## src/common/isshb_pkg.sv

```systemverilog
/*
 * Constants, state codes and carrier structs for the serial-port slave with
 * clock stretching, address/data hold and 10-bit addressing.
 * Assumes a single system clock with a synchronous active-high reset.
 */
// Notes on behaviour
// - address hold: after 8th SCL fall of matching address, release bit cleared, irq set
// - start sets start-seen; irq only when start interrupts are enabled
// - ack-timing, read/write and data/address flags tell the irq source
// - software read of the buffer clears buffer-full
// - during address hold the software ack value is driven on SDA while SCL is still held
// - writing transmit data sets buffer-full; load only after address ack
// - master acknowledge after each sent byte lands in received-ack status
// - master NACK on a sent byte: stop stretching, free the bus
// - 10-bit matching high byte, write: update-address set, acked, irq set
// - update-address stretch holds SCL without clearing the release bit
// - writing the slave address during update-address stretch frees SCL at once if the release bit is set
// - 10-bit low mismatch: irq and update-address set, buffer-full not set, release unchanged
// - 10-bit receive with stretch enable: release bit cleared after each acked data byte
// - 10-bit hold modes use the same stretch timing as 7-bit
// - cleared release bit holds SCL only once SCL is low; setting frees it
// - after acking a read address the release bit is cleared automatically
// - stretch enable: stretch after every acknowledge until software releases
// - data hold: release bit cleared after 8th SCL fall of each received data byte
package isshb_pkg;

	localparam logic [7:0] SLAVE_ADDR_RESET = 8'h00;
	localparam logic [7:0] BUFFER_RESET     = 8'h00;
	localparam logic [4:0] TEN_BIT_PREFIX   = 5'h1E;
	localparam logic [3:0] LAST_BIT         = 4'h8;
	localparam logic [2:0] SYNC_IDLE        = 3'h7;
	localparam logic [2:0] TOP_BIT          = 3'h7;
	localparam logic [1:0] PH_NONE          = 2'h0;
	localparam logic [1:0] PH_HIGH          = 2'h1;
	localparam logic [1:0] PH_MATCHED       = 2'h2;

	typedef enum logic [6:0] {
		ST_IDLE  = 7'h01,
		ST_ADDR  = 7'h02,
		ST_ACK   = 7'h04,
		ST_RX    = 7'h08,
		ST_TX    = 7'h10,
		ST_TXACK = 7'h20,
		ST_SKIP  = 7'h40
	} isshb_state_t;

	typedef struct packed {
		logic address_hold_enable;
		logic data_hold_enable;
		logic stretch_enable;
		logic ten_bit_mode;
		logic start_irq_enable;
		logic ack_value_to_send;
	} isshb_ctrl_t;

	typedef struct packed {
		logic irq_clear;
		logic buf_read;
		logic buf_write;
		logic release_set;
		logic release_clear;
		logic addr_write;
	} isshb_strobe_t;

	typedef struct packed {
		logic serial_irq_flag;
		logic buffer_full_flag;
		logic clock_release_bit;
		logic ack_timing_flag;
		logic read_write_flag;
		logic data_address_flag;
		logic received_ack_status;
		logic update_address_flag;
		logic start_seen;
		logic stop_seen;
	} isshb_status_t;

endpackage : isshb_pkg

```

## src/design/isshb_slave.sv

```systemverilog
/*
 * Slave engine: address match (7/10-bit), receive, transmit, hold points,
 * clock stretching and the software-visible flags.
 * Assumes open-drain SCL/SDA resolved outside; software pulses the strobes.
 * Pin edges come from the synchronised levels, so every bus event is seen
 * three to four clocks after the wire moves.
 */
`timescale 1ns/1ps
module isshb_slave (
	input  wire logic                  clk,                    // system clock
	input  wire logic                  reset,                  // sync reset, active high
	input  wire logic                  scl_in,                 // SCL pin level
	output logic                       scl_out,                // SCL drive value, always low
	output logic                       scl_oe_n,               // low while pulling SCL
	input  wire logic                  sda_in,                 // SDA pin level
	output logic                       sda_out,                // SDA drive value, always low
	output logic                       sda_oe_n,               // low while pulling SDA
	input  wire isshb_pkg::isshb_ctrl_t   sw_ctrl,             // software configuration
	input  wire isshb_pkg::isshb_strobe_t sw_strobe,           // software action pulses
	input  wire logic [7:0]            sw_wdata,               // data for buffer/address writes
	output logic [7:0]                 transfer_buffer,        // buffer contents
	output logic [7:0]                 slave_address_register, // address register
	output isshb_pkg::isshb_status_t   port_status             // flags
);

	typedef struct packed {
		isshb_pkg::isshb_state_t  fsm;
		isshb_pkg::isshb_status_t status;
		logic [2:0]               scl_s;
		logic [2:0]               sda_s;
		logic                     scl_f;
		logic                     sda_f;
		logic [3:0]               bitcnt;
		logic [7:0]               shift;
		logic [7:0]               buffer;
		logic [7:0]               slave_address;
		logic [1:0]               phase;
		logic                     use_sw_ack;
		logic                     ack_ok;
		logic                     low_miss;
		logic                     ua_stretch;
		logic                     scl_hold_n;
		logic                     sda_hold_n;
	} isshb_regs_t;

	isshb_regs_t st;
	isshb_regs_t n;

	always_comb begin
		logic scl_rise;
		logic scl_fall;
		logic sda_rise;
		logic sda_fall;
		logic hi_ok;
		logic match;
		logic acked;
		logic hold_req;
		logic line_low;
		scl_rise = 1'b0;
		scl_fall = 1'b0;
		sda_rise = 1'b0;
		sda_fall = 1'b0;
		hi_ok = 1'b0;
		match = 1'b0;
		acked = ~st.sda_hold_n;
		hold_req = 1'b0;
		line_low = 1'b0;
		n = st;

		// pin sampling: a level counts once 2nd and 3rd stage agree
		n.scl_s = {st.scl_s[1:0], scl_in};
		n.sda_s = {st.sda_s[1:0], sda_in};
		if (st.scl_s[1] == st.scl_s[2]) begin
			n.scl_f = st.scl_s[2];
			scl_rise = st.scl_s[2] & ~st.scl_f;
			scl_fall = ~st.scl_s[2] & st.scl_f;
		end
		if (st.sda_s[1] == st.sda_s[2]) begin
			n.sda_f = st.sda_s[2];
			sda_rise = st.sda_s[2] & ~st.sda_f;
			sda_fall = ~st.sda_s[2] & st.sda_f;
		end

		// software actions first, so hardware events of the same cycle win
		if (sw_strobe.irq_clear)
			n.status.serial_irq_flag = 1'b0;
		if (sw_strobe.buf_read)
			n.status.buffer_full_flag = 1'b0;
		if (sw_strobe.buf_write) begin
			n.buffer = sw_wdata;
			n.status.buffer_full_flag = 1'b1;
		end
		if (sw_strobe.addr_write) begin
			n.slave_address = sw_wdata;
			n.ua_stretch = 1'b0;
			n.status.update_address_flag = 1'b0;
		end
		if (sw_strobe.release_clear)
			n.status.clock_release_bit = 1'b0;
		if (sw_strobe.release_set)
			n.status.clock_release_bit = 1'b1;

		// address compare on the byte now in the shifter
		// high byte: fixed prefix plus the two upper address bits
		hi_ok = (st.shift[7:3] == isshb_pkg::TEN_BIT_PREFIX) && (st.shift[2:1] == st.slave_address[2:1]);
		// low byte compares all eight bits, 7-bit mode skips the direction bit
		if (!sw_ctrl.ten_bit_mode)
			match = st.shift[7:1] == st.slave_address[7:1];
		else if (st.phase == isshb_pkg::PH_HIGH)
			match = st.shift == st.slave_address;
		else
			match = hi_ok && (!st.shift[0] || st.phase == isshb_pkg::PH_MATCHED);

		case (st.fsm)
			// shift in address or data on SCL rise; byte ends on the 8th fall
			isshb_pkg::ST_ADDR, isshb_pkg::ST_RX: begin
				if (scl_rise) begin
					n.shift = {st.shift[6:0], st.sda_f};
					n.bitcnt = st.bitcnt + 4'h1;
				end
				if (scl_fall && st.bitcnt == isshb_pkg::LAST_BIT) begin
					n.fsm = isshb_pkg::ST_ACK;
					n.ack_ok = ~st.status.buffer_full_flag;
					n.low_miss = 1'b0;
					// data byte: hold point only with data hold
					if (st.fsm == isshb_pkg::ST_RX) begin
						if (!st.status.buffer_full_flag)
							n.buffer = st.shift;
						n.status.buffer_full_flag = 1'b1;
						n.status.data_address_flag = 1'b1;
						n.use_sw_ack = sw_ctrl.data_hold_enable;
						if (sw_ctrl.data_hold_enable) begin
							n.status.clock_release_bit = 1'b0;
							n.status.serial_irq_flag = 1'b1;
							n.status.ack_timing_flag = 1'b1;
						end
					end else if (match) begin
						if (!st.status.buffer_full_flag)
							n.buffer = st.shift;
						n.status.buffer_full_flag = 1'b1;
						n.status.data_address_flag = 1'b0;
						if (!(sw_ctrl.ten_bit_mode && st.phase == isshb_pkg::PH_HIGH))
							n.status.read_write_flag = st.shift[0];
						n.use_sw_ack = sw_ctrl.address_hold_enable;
						if (sw_ctrl.address_hold_enable) begin
							n.status.clock_release_bit = 1'b0;
							n.status.serial_irq_flag = 1'b1;
							n.status.ack_timing_flag = 1'b1;
						end
					end else if (sw_ctrl.ten_bit_mode && st.phase == isshb_pkg::PH_HIGH) begin
						// low byte missed: nack, no buffer load, release bit untouched
						n.low_miss = 1'b1;
						n.ack_ok = 1'b0;
						n.use_sw_ack = 1'b0;
					end else begin
						n.fsm = isshb_pkg::ST_SKIP;
					end
				end
			end
			// acknowledge bit stands until the 9th fall
			isshb_pkg::ST_ACK: begin
				n.sda_hold_n = st.use_sw_ack ? sw_ctrl.ack_value_to_send : ~st.ack_ok;
				if (scl_rise)
					n.status.ack_timing_flag = 1'b0;
				if (scl_fall) begin
					n.sda_hold_n = 1'b1;
					n.bitcnt = 4'h0;
					if (st.low_miss) begin
						n.status.serial_irq_flag = 1'b1;
						n.status.update_address_flag = 1'b1;
						n.ua_stretch = 1'b1;
						n.fsm = isshb_pkg::ST_SKIP;
					end else if (!acked) begin
						n.fsm = isshb_pkg::ST_SKIP;
					end else begin
						n.status.serial_irq_flag = 1'b1;
						n.fsm = isshb_pkg::ST_RX;
						if (st.status.data_address_flag) begin
							if (sw_ctrl.stretch_enable)
								n.status.clock_release_bit = 1'b0;
						end else if (sw_ctrl.ten_bit_mode && st.phase != isshb_pkg::PH_MATCHED) begin
							// high then low byte: both wait for an address rewrite
							n.status.update_address_flag = 1'b1;
							n.ua_stretch = 1'b1;
							n.phase = (st.phase == isshb_pkg::PH_HIGH) ? isshb_pkg::PH_MATCHED : isshb_pkg::PH_HIGH;
							if (st.phase != isshb_pkg::PH_HIGH)
								n.fsm = isshb_pkg::ST_ADDR;
						end else if (st.status.read_write_flag) begin
							n.status.clock_release_bit = 1'b0;
							n.fsm = isshb_pkg::ST_TX;
						end else if (sw_ctrl.stretch_enable) begin
							n.status.clock_release_bit = 1'b0;
						end
					end
				end
			end
			// send buffer MSB first
			isshb_pkg::ST_TX: begin
				// change SDA only while SCL is low so data is valid while high
				if (!st.scl_f && st.bitcnt < isshb_pkg::LAST_BIT)
					n.sda_hold_n = st.buffer[isshb_pkg::TOP_BIT - st.bitcnt[2:0]];
				if (scl_rise)
					n.bitcnt = st.bitcnt + 4'h1;
				if (scl_fall && st.bitcnt == isshb_pkg::LAST_BIT) begin
					n.sda_hold_n = 1'b1;
					n.status.buffer_full_flag = 1'b0;
					n.status.data_address_flag = 1'b1;
					n.fsm = isshb_pkg::ST_TXACK;
				end
			end
			// master answer on the 9th clock
			isshb_pkg::ST_TXACK: begin
				// ack from master sampled on the 9th rise
				if (scl_rise)
					n.status.received_ack_status = st.sda_f;
				if (scl_fall) begin
					n.status.serial_irq_flag = 1'b1;
					n.bitcnt = 4'h0;
					if (!st.status.received_ack_status) begin
						// master wants more: stretch until software sets the release bit
						n.status.clock_release_bit = 1'b0;
						n.fsm = isshb_pkg::ST_TX;
					end else begin
						// nack: drop off the bus without stretching
						n.fsm = isshb_pkg::ST_SKIP;
					end
				end
			end
			// not addressed: keep SDA free until the next start
			isshb_pkg::ST_IDLE, isshb_pkg::ST_SKIP: begin
				n.sda_hold_n = 1'b1;
			end
			// illegal code: recover to idle
			default: begin
				n.fsm = isshb_pkg::ST_IDLE;
			end
		endcase

		// bus conditions override any byte in progress
		if (sda_fall && st.scl_f) begin
			n.fsm = isshb_pkg::ST_ADDR;
			n.bitcnt = 4'h0;
			n.sda_hold_n = 1'b1;
			n.status.start_seen = 1'b1;
			n.status.stop_seen = 1'b0;
			if (sw_ctrl.start_irq_enable)
				n.status.serial_irq_flag = 1'b1;
			if (n.phase == isshb_pkg::PH_HIGH)
				n.phase = isshb_pkg::PH_NONE;
		end else if (sda_rise && st.scl_f) begin
			n.fsm = isshb_pkg::ST_IDLE;
			n.sda_hold_n = 1'b1;
			n.phase = isshb_pkg::PH_NONE;
			n.status.stop_seen = 1'b1;
			n.status.start_seen = 1'b0;
		end

		// hold SCL only once it is already low; release at once when freed
		// a hold is wanted while the release bit is clear or an address update is pending
		hold_req = ~n.status.clock_release_bit | n.ua_stretch;
		// pull SCL only when it is already low, or keep pulling it
		line_low = ~st.scl_hold_n | ~st.scl_f;
		n.scl_hold_n = ~(line_low & hold_req);

		// reset last so it overrides every path above
		if (reset) begin
			n = '0;
			n.fsm = isshb_pkg::ST_IDLE;
			n.status.clock_release_bit = 1'b1;
			n.scl_s = isshb_pkg::SYNC_IDLE;
			n.sda_s = isshb_pkg::SYNC_IDLE;
			n.scl_f = 1'b1;
			n.sda_f = 1'b1;
			n.scl_hold_n = 1'b1;
			n.sda_hold_n = 1'b1;
			n.buffer = isshb_pkg::BUFFER_RESET;
			n.slave_address = isshb_pkg::SLAVE_ADDR_RESET;
			n.phase = isshb_pkg::PH_NONE;
		end
	end

	// one register stage holds all state
	always_ff @(posedge clk) begin
		st <= n;
	end

	// open drain: value is always low, only the enables move
	assign scl_out = 1'b0;
	assign sda_out = 1'b0;
	assign scl_oe_n = st.scl_hold_n;
	assign sda_oe_n = st.sda_hold_n;
	assign transfer_buffer = st.buffer;
	assign slave_address_register = st.slave_address;
	assign port_status = st.status;

endmodule : isshb_slave

```

## config.mk

```make
export PLATFORM = sky130hd
export DESIGN_NAME = isshb_slave
export DESIGN_NICKNAME = d
export VERILOG_FILES = /design/src/common/isshb_pkg.sv /design/src/design/isshb_slave.sv
export SDC_FILE = /design/constraint.sdc
export NUM_CORES = 1
export LEC_CHECK = 0
export ABC_AREA = 1
export BUFFER_PORTS_ARGS = -buffer_cell sky130_fd_sc_hd__buf_2
export CAP_MARGIN = 20
export CORE_ASPECT_RATIO = 0.75
export CORE_MARGIN = 1
export CORE_UTILIZATION = 54
export DETAILED_ROUTE_END_ITERATION = 7
export GPL_TIMING_DRIVEN = 1
export HOLD_SLACK_MARGIN = 0.1
export PLACE_DENSITY_LB_ADDON = 0.2
export SETUP_SLACK_MARGIN = 0.1
export SLEW_MARGIN = 15
export SYNTH_ARGS = -nofsm -noshare
export SYNTH_HDL_FRONTEND = slang
export SYNTH_SLANG_ARGS = --single-unit
```

## constraint.sdc

```tcl
create_clock -name clk -period 1.8 [get_ports clk]
set_clock_uncertainty 0.1 [all_clocks]
set_input_delay 0.09 -clock clk [delete_from_list [all_inputs] [get_ports clk]]
set_output_delay 0.09 -clock clk [all_outputs]
set_load 0.02 [all_outputs]
```

# Word level (Yosys, flattened, before mapping)
# Cells that the tools add are included.
totals:
  elab_cells: 224
  output_inout_bits: 30
  regBits: 61
  inputBits: 24
op_classes:
  n_eq_ne: 36
  addsub: 2
  n_reduce_logical: 33
  magnitude_cmp: 2
  bitwise: 19
  n_mux: 105
op_table:
  columns: ["cell", "count"]
  rows:
  - ["8-bit 2-to-1 mux", 9]
  - ["7-bit 2-to-1 mux", 8]
  - ["1-bit 2-to-1 mux", 52]
  - ["2-bit 2-to-1 mux", 18]
  - ["7-bit one-hot mux with 5 select lines", 1]
  - ["4-bit 2-to-1 mux", 4]
  - ["2-bit inequality test, second input constant", 8]
  - ["4-bit inequality test, second input constant", 4]
  - ["3-bit inequality test, second input constant", 5]
  - ["5-bit AND reduction", 3]
  - ["13-bit 2-to-1 mux", 1]
  - ["12-bit 2-to-1 mux", 1]
  - ["1-bit NOT", 12]
  - ["4-bit one-hot mux with 3 select lines", 1]
  - ["1-bit one-hot mux with 3 select lines", 3]
  - ["3-bit nonzero test", 3]
  - ["8-bit equality test", 1]
  - ["1-bit logical AND", 8]
  - ["2-bit AND reduction", 4]
  - ["4-bit AND reduction", 2]
  - ["2-bit OR reduction", 4]
  - ["7-bit by 1-bit equality test with 1-bit output, second input constant", 1]
  - ["7-bit by 2-bit equality test with 1-bit output, second input constant", 1]
  - ["7-bit by 3-bit equality test with 1-bit output, second input constant", 1]
  - ["29 further kinds", 42]

# Longest topological paths before layout
# Gate-level depths: netlist of the first run.
depth:
  word_depth: 14
  depth_mapped: 14
  depth_no_buf: 14

# Worst setup path after synthesis of the first run
# Ideal clock, no wire load.
synth_timing:
  path_type: "reg2reg"
  startpoint: "register st[43] (netlist bit)"
  endpoint: "register st (netlist bit transfer_buffer[6])"
  slack_ns: 0.241
  path_stages_with_launch: 11
  t_arrival_ns: 1.327
  n_path_buf: 0
  cell_sequence: "dfxtp_1 nor2_2 nand2_2 inv_2 nand2_2 nor2_4 inv_2 nor2_2 nand2_2 o211ai_1 a21oi_1"
synth_via:
  elab_chain_cells: 6
synth_lines:
  columns: ["item", "line", "text"]
  rows:
  - ["start: declaration", "isshb_slave.sv:46", "isshb_regs_t st;"]
  - ["start signal: assignment", "isshb_slave.sv:284", "st <= n;"]
  - ["1-bit NOT", "isshb_slave.sv:76", "scl_fall = ~st.scl_s[2] & st.scl_f;"]
  - ["1-bit bitwise AND", "isshb_slave.sv:76", null]
  - ["1-bit 2-to-1 mux *", "isshb_slave.sv:73", "if (st.scl_s[1] == st.scl_s[2]) begin"]
  - ["1-bit logical AND *", "isshb_slave.sv:121", "if (scl_fall && st.bitcnt == isshb_pkg::LAST_BIT) begin"]
  - ["8-bit 2-to-1 mux *", "isshb_slave.sv:121", null]
  - ["8-bit 2-to-1 mux *", "isshb_slave.sv:114", "case (st.fsm)"]
# Mark *: on every way between the ends. The rest lies on a longest branch, timed or not.
# A chain may end at the register's enable or synchronous reset.

# Worst setup path after layout of the first run
layout_timing:
  startpoint: "register st[30] (netlist bit)"
  endpoint: "register st (netlist bit transfer_buffer[5])"
layout_via:
  elab_chain_cells: 9
layout_lines:
  columns: ["item", "line", "text"]
  rows:
  - ["5-bit equality test", "isshb_slave.sv:105", "hi_ok = (st.shift[7:3] == isshb_pkg::TEN_BIT_PREFIX) && (st.shift[2:1] == st.slave_address[2:1]);"]
  - ["1-bit logical AND", "isshb_slave.sv:105", null]
  - ["1-bit logical AND", "isshb_slave.sv:112", "match = hi_ok && (!st.shift[0] || st.phase == isshb_pkg::PH_MATCHED);"]
  - ["1-bit 2-to-1 mux", "isshb_slave.sv:109", "else if (st.phase == isshb_pkg::PH_HIGH)"]
  - ["1-bit 2-to-1 mux *", "isshb_slave.sv:107", "if (!sw_ctrl.ten_bit_mode)"]
  - ["8-bit 2-to-1 mux *", "isshb_slave.sv:137", "end else if (match) begin"]
  - ["8-bit 2-to-1 mux *", "isshb_slave.sv:126", "if (st.fsm == isshb_pkg::ST_RX) begin"]
  - ["8-bit 2-to-1 mux *", "isshb_slave.sv:121", null]
  - ["8-bit 2-to-1 mux *", "isshb_slave.sv:114", null]
# Marks and branches as above.

==> summary.md, run 1 <==
| Metric | Value |
|---|---|
| Status | `complete, but fails checks` |
| Failing checks | `negative setup slack` |
| Die X | `94.7 um` |
| Fin area | `between 4000 and 5000 um2` |
| CP Launch Type | `register` |
| Routed len/inst | `15.8 um` |
| Setup violators final | `1` |
| Layout net count | `610` |
| Max-cap violation count | `0` |
| Reg2Reg Depth | `10` |
| Crit. End Element | `register` |
| N_diodes | `0` |
| Post-synth top area cell | `dfxtp_1` |
| Async set or reset register ratio after synthesis | `0%` |
| Final Cycle Share | `101%` |
| 1st-iter DRT viols | `298` |
| TritonCTS clock tree | `done` |
| DIE HEIGHT | `71.5 um` |
| Sequential-to-total area share from yosys stat | `35.1%` |
| Critical Path RT | `1.97 ns` |
| Layout Utilization | `76.7%` |
| GR Overflow Total | `0` |
| Largest net degree at the start of global routing | `26` |
| Placement Cell Area | `3670 um2` |
| Mapped Cells | `500` |
| Initial Utilization | `57.9%` |
| Top cell type's share of synthesized area | `35.1%` |
| HP Class | `input pin to register` |
| Slowest CP cell | `dfxtp_2` |
| Hold depth | `3` |
| Reg clk slew, reported paths | `0.07 ns` |
| GRT Total Usage | `30.5%` |
| Synth warn | `0` |
| Ys flop type | `dfxtp_1` |
| Num CTS Buffers | `9` |
| H-tree levels | `3` |
| Clock tree sinks | `61` |
| Pleak | `0.00216 uW` |
| Flip-flop and latch count after synthesis | `61` |
| Residual DRC | `0` |
| Top cells by area, synth | `dfxtp_1 (35%), nand2_1 (12%), a21oi_1 (7.1%), buf_4 (6.0%), inv_1 (5.7%)` |
| Critical path's largest stage delay | `0.33 ns` |
| Area Overhead vs Synth | `32.5%` |
| Buffers on Ports | `51` |
| Post-route ant nets | `0` |
| DIE AREA | `approximately 6800 um2` |
| Mapped cell area | `3480 um2` |
| Distinct cell type count after synthesis | `41` |
| EDFF count, synth | `0` |
| Core ar. | `6010 um2` |
| Worst Path Class, Setup | `register to register` |
| DR vias | `3706` |
| Slew Viols, Final | `0` |
| Crit-path cells | `inv_1 > a21oi_2 > nand3_2 > a21oi_2 > nand2_2 > nand2_4 > nand2_4 > nor2_4 > nand2_1 > a21oi_2` |
| Global-route wire length before repair | `15700 um` |
| Min Tclk post-route | `1.82 ns` |
| FMAX | `about 0.55 GHz` |
| CTS Root Buffer Type | `clkbuf_8` |
| Pin slew with the least headroom to its limit | `around 0.51 ns` |
| Std cell rows | `24` |
| Cell area power density | `around 670 nW/um2` |
| I/O pins | `54` |
| Endpoints failing hold | `0` |
| # fillers | `between 400 and 500` |
| CP Max Fanout | `8` |
| Hpwl dp | `about 7000 um` |
| Vias in the first global route | `between 3000 and 4000` |
| Synthesized area per cell | `between 6 and 7 um2` |
| RSZ-0062 raised after global routing | `true` |
| Max transition margin | `65.6%` |
| Vias per Instance | `~5.6` |
| Hold Slack | `about 0.12 ns` |
| Clk buf depth | `2` |
| RePlAce Congestion | `1.04` |
| Layout cells sized above 1 | `40.3%` |
| Initial DRT Pass Iterations | `7` |
| Clk Latency, worst-skew pair | `around 0.34 ns` |
| Initial antenna violation count | `0` |
| Fin worst setup slack | `-0.0249 ns` |
| Arrival time at the worst endpoint | `1.99 ns` |
| Final WL | `between 10000 and 15000 um` |
| CP dominant cell by count | `a21oi_2` |
| Peak supply drop | `0.000447 V` |
==> metal layers <==
layer	wire [um]	part of all wire (%)	GRT usage, %	vias up
met3	958	9.1	7.32	19
met2	4610	44	44.0	198
li1	-	-	-	1750
met1	4800	46	45.1	1739
met4	148	1.4	8.75	0
met5	0	0	0	-
==> cells by family after synthesis <==
group | Yosys count | synth area share [%]
adder cells (fa/ha/maj) | 1 | 0.360
buffers and inverters | 106 | 14.6
multiplexers | 1 | 0.324
AND/OR/NAND/NOR | 225 | 31.8
XOR/XNOR | 5 | 1.26
AO/OA/AOI/OAI | 100 | 16.4
flip-flops | 61 | 35.1
other | 1 | 0.108
==> worst max-delay path, delay by kind of cell, from the launching register on <==
kind / cells / cell delay, ns
buf+inv: 1 / 0.10
simple gates: 6 / 0.75
compound gates: 3 / 0.44
flops: 1 / 0.33
==> where the power goes <==
part	internal [uW]	switching (uW)	total (uW)
combinational	175	235	411
sequential	1380	40.9	1420
clock	739	517	1260
total	2300	793	3090
==> cells in the mapped netlist (7+ instances only) <==
master	instances
or2_2	7
nand3_1	24
clkbuf_1	7
nor2_1	47
inv_2	16
inv_1	53
nand2_1	107
buf_4	28
nand2_2	12
dfxtp_1	61
o21ai_0	28
a21oi_1	49
o211ai_1	9
==> metrics by stage <==
step | TNS [ns] | cells | total power, uW | setup slack, ns
4_1_cts | 0 | 649 | 3040 | 0.0924
6_report | -0.0249 | 666 | 3090 | -0.0249
5_1_grt | -0.434 | 666 | 3200 | -0.110
3_3_place_gp | 0 | 605 | 1750 | 0.0454
2_1_floorplan | 0 | 501 | 1690 | 0.241
3_5_place_dp | 0 | 605 | 1750 | 0.0279
==> path summary, 6_finish.rpt <==
path / from / to / slack, ns
hold reg to reg: st[41] / st[42] / 0.31
setup reg to reg: st[30] / transfer_buffer[5] / -0.02
setup / recovery: st[30] / transfer_buffer[5] / -0.02
hold / removal: reset / transfer_buffer[0] / 0.12
==> cell usage in the layout (no fill, tap or decap), drive strengths merged <==
cell type and count:
nor4 1, a21boi 1, nor2 57, o32ai 1, conb 2, clkbuf 13, nand2 123, bufinv 1
o21ai 33, mux2 1, o211ai 9, buf 87, a311oi 1, inv 70, a22oi 1, nand4 6
dfxtp 61, or2 8, o2111ai 1, xnor2 4, nor3 3, ha 1, o221ai 1, a211oi 1
nand3 27, xor2 1, dlygate4sd3 22, a21oi 51
==> cell type report <==
class / count / area, um2 / area share, %
flip-flops and latches: 61 / 1260 / 27.4
repair buffers: 109 / 753 / 16.4
clock buffers: 13 / 169 / 3.67
clock inverters: 1 / 30.0 / 0.652
well taps: 78 / 97.6 / 2.12
inverters: 70 / 283 / 6.14
multi-input cells: 334 / 2010 / 43.7
==> sequential cells by signal, indices dropped and copies added, names as in the netlist <==
signal	flops
sda_oe_n	1
slave_address_register	8
st	33
scl_oe_n	1
port_status	10
transfer_buffer	8
==> repair_timing <==
item                                   in CTS  in global routing
setup buffers                               8                 17
endpoints found under the hold margin      25                  0
hold buffers                               22                  0
gates resized for setup                    15                 98
pin swaps                                  10                 47
setup endpoints to repair                  27                 38
No activity file was read; power rests on OpenSTA's default activity.
==> run 2: changes to the inputs <==
--- a/config.mk
+++ b/config.mk
@@ -6,12 +6,13 @@
 export NUM_CORES = 1
 export LEC_CHECK = 0
 export ABC_AREA = 1
-export BUFFER_PORTS_ARGS = -buffer_cell sky130_fd_sc_hd__buf_2
 export CAP_MARGIN = 20
 export CORE_ASPECT_RATIO = 0.75
 export CORE_MARGIN = 1
 export CORE_UTILIZATION = 54
 export DETAILED_ROUTE_END_ITERATION = 7
+export DONT_BUFFER_PORTS = 1
+export GPL_ROUTABILITY_DRIVEN = 0
 export GPL_TIMING_DRIVEN = 1
 export HOLD_SLACK_MARGIN = 0.1
 export PLACE_DENSITY_LB_ADDON = 0.2
==> run 2 against run 1 <==
The run ends with negative hold slack left. Count of clock-buffer cells in the layout down 4. Worst setup slack gained 0.093 ns. Non-clock buffer count shrank 36. Clock power decreased by 16%. Largest power group unchanged.
==> summary.md, run 2 (same netlist as run 1, synthesis figures left out) <==
| Metric | Value |
|---|---|
| Initial Utilization | `57.9%` |
| Reg clk slew, reported paths | `0.08 ns` |
| H-tree levels | `3` |
| Pleak | `0.00196 uW` |
| Reg2Reg Depth | `11` |
| Die X | `94.7 um` |
| Std cell rows | `24` |
| Tot Pwr | `2840 uW` |
| Hold Slack | `-0.299 ns` |
| Peak supply drop | `0.000403 V` |
| P_sw | `812 uW` |
| Top reg by flops | `st` |
| Endpoints failing hold | `20` |
| Area Overhead vs Synth | `24.1%` |
| Combinational share of power | `12.0%` |
| Met1 GRT Util | `43.6%` |
| Critical Path RT | `1.99 ns` |
| DR vias | `3431` |
| Multi-input gate area | `1900 um2` |
| TritonCTS clock tree | `done` |
| Clock tree sinks | `between 60 and 70` |
| Vias per Instance | `5.43` |
| CTS Root Buffer Type | `clkbuf_8` |
| HP Class | `input pin to register` |
| DIE HEIGHT | `71.5 um` |
| 1st-iter DRT viols | `393` |
| Slew Viols, Final | `0` |
| Setup violators final | `0` |
| Grt met2 use | `40.5%` |
| Clk pwr share | `~37%` |
| Final WL | `9810 um` |
| Global-route wire length before repair | `14800 um` |
| Most frequent cells in the layout | `nand2_1 (94), inv_1 (50), dfxtp_1 (46)` |
| CP Max Fanout | `8` |
| Hpwl dp | `6660 um` |
| Core ar. | `about 6000 um2` |
| Status | `complete, but fails checks` |
| Grt met3 use | `8.92%` |
| Max transition margin | `between 60 and 70%` |
| Pin slew with the least headroom to its limit | `0.548 ns` |
| RSZ-0062 raised after global routing | `true` |
| Cell internal pwr | `2020 uW` |
| Final Cycle Share | `roughly 96%` |
| Vias in the first global route | `3013` |
| Placement Cell Area | `around 3500 um2` |
| Post-route ant nets | `0` |
| Hold depth | `1` |
| Num CTS Buffers | `9` |
| Clk buf depth | `2` |
| N_diodes | `0` |
| Failing checks | `negative hold slack` |
| GR Overflow Total | `0` |
| Switching share of power | `28.6%` |
| Residual DRC | `0` |
| Initial DRT Pass Iterations | `6` |
| Crit. End Element | `register` |
| Global route hottest layer | `met1` |
| Layout cells sized above 1 | `30.3%` |
| Flop pwr share | `50.5%` |
| Max reg flops | `33` |
| FMAX | `between 0.5 and 0.6 GHz` |
| I/O pins | `between 50 and 60` |
| Commonest non-fill, non-tap cell in the layout | `nand2_1` |
| Routed len/inst | `between 15 and 20 um` |
| Largest net degree at the start of global routing | `26` |
| Arrival time at the worst endpoint | `1.93 ns` |
| Register area | `1240 um2` |
| GRT Total Usage | `29.2%` |
| Min Tclk post-route | `1.73 ns` |
| # fillers | `468` |
| DIE AREA | `between 6000 and 7000 um2` |
| Layout net count | `~570` |
| Max-cap violation count | `0` |
| Clk Latency, worst-skew pair | `~0.35 ns` |
| CTS Hold Buffers Added | `30` |
| CP Launch Type | `register` |
| Fin area | `4320 um2` |
| Initial antenna violation count | `0` |
| Cell area power density | `657 nW/um2` |
| Worst Path Class, Setup | `register to register` |
| Buffers on Ports | `0` |
[run 2: cell count changes in the layout (fill, tap and decap cells not counted), moves of 4 or more]
| cell | before | now |
|---|---|---|
| clkinv_2 | 0 | 4 |
| nand2_1 | 84 | 94 |
| buf_4 | 34 | 41 |
| dfxtp_1 | 41 | 46 |
| nor2_1 | 39 | 43 |
| dfxtp_4 | 6 | 2 |
| buf_2 | 51 | 0 |
| nand2_2 | 25 | 18 |
| inv_1 | 45 | 50 |
| dlygate4sd3_1 | 22 | 29 |
[run 2: through the flow]
stage          util, %  hold slack, ns  std cells  setup TNS, ns  worst slack (ns)
2_1_floorplan        -          0.0938        501              0             0.241
3_3_place_gp      58.6          0.0629        567              0            0.0121
3_5_place_dp      58.6          0.0660        567              0            0.0440
4_1_cts           67.4          -0.304        619              0             0.102
5_1_grt           71.9          -0.320        632        -0.0471           -0.0275
6_report          71.9          -0.299        632              0            0.0677
[run 2: layout make-up]
| type | count | area share (%) |
|---|---|---|
| Inverter | 70 | 6.38 |
| Clock inverter | 7 | 0.986 |
| Tap cell | 78 | 2.26 |
| Clock buffer | 9 | 2.87 |
| Multi-Input combinational cell | 334 | 44.0 |
| Timing Repair Buffer | 73 | 14.7 |
| Sequential cell | 61 | 28.8 |
[run 2: layer usage]
layer / share of wire, % / up-vias
met5: 0 / -
met4: 1.4 / 0
met3: 9.7 / 17
met2: 42 / 178
met1: 47 / 1552
li1: - / 1684
[run 2: power by group through the flow]
stage	clock network, uW	logic, uW	registers (uW)
after floorplan	0	242	1440
after global placement	0	243	1460
after detailed placement	0	246	1460
after CTS	1070	310	1430
after global routing	1150	371	1440
final	1060	342	1430
[run 2: worst paths after layout]
kind	slack, ns	startpoint	to
setup / recovery	0.07	st[27]	transfer_buffer[4]
hold / removal	-0.30	reset	transfer_buffer[1]
setup reg to reg	0.07	st[27]	transfer_buffer[4]
hold reg to reg	0.40	slave_address_register[7]	slave_address_register[7]
[run 2: repair_timing]
action                                  in CTS  in global routing
gates cloned                                 0                  0
endpoints found under the setup margin      17                 41
endpoints found under the hold margin       57                 21
pin swaps                                    2                 30
gates resized for setup                      8                 62
setup buffers                                6                 13
[run 2: critical path: stages (launching register included)]
cell,delay (ns)
dfxtp_2,0.33
inv_2,0.07
nand2_2,0.05
nor2_2,0.12
nand3_2,0.09
a21oi_2,0.15
nand2_2,0.10
nand2_4,0.12
nand2_4,0.07
nor2_4,0.22
nand2_2,0.11
a21oi_2,0.13
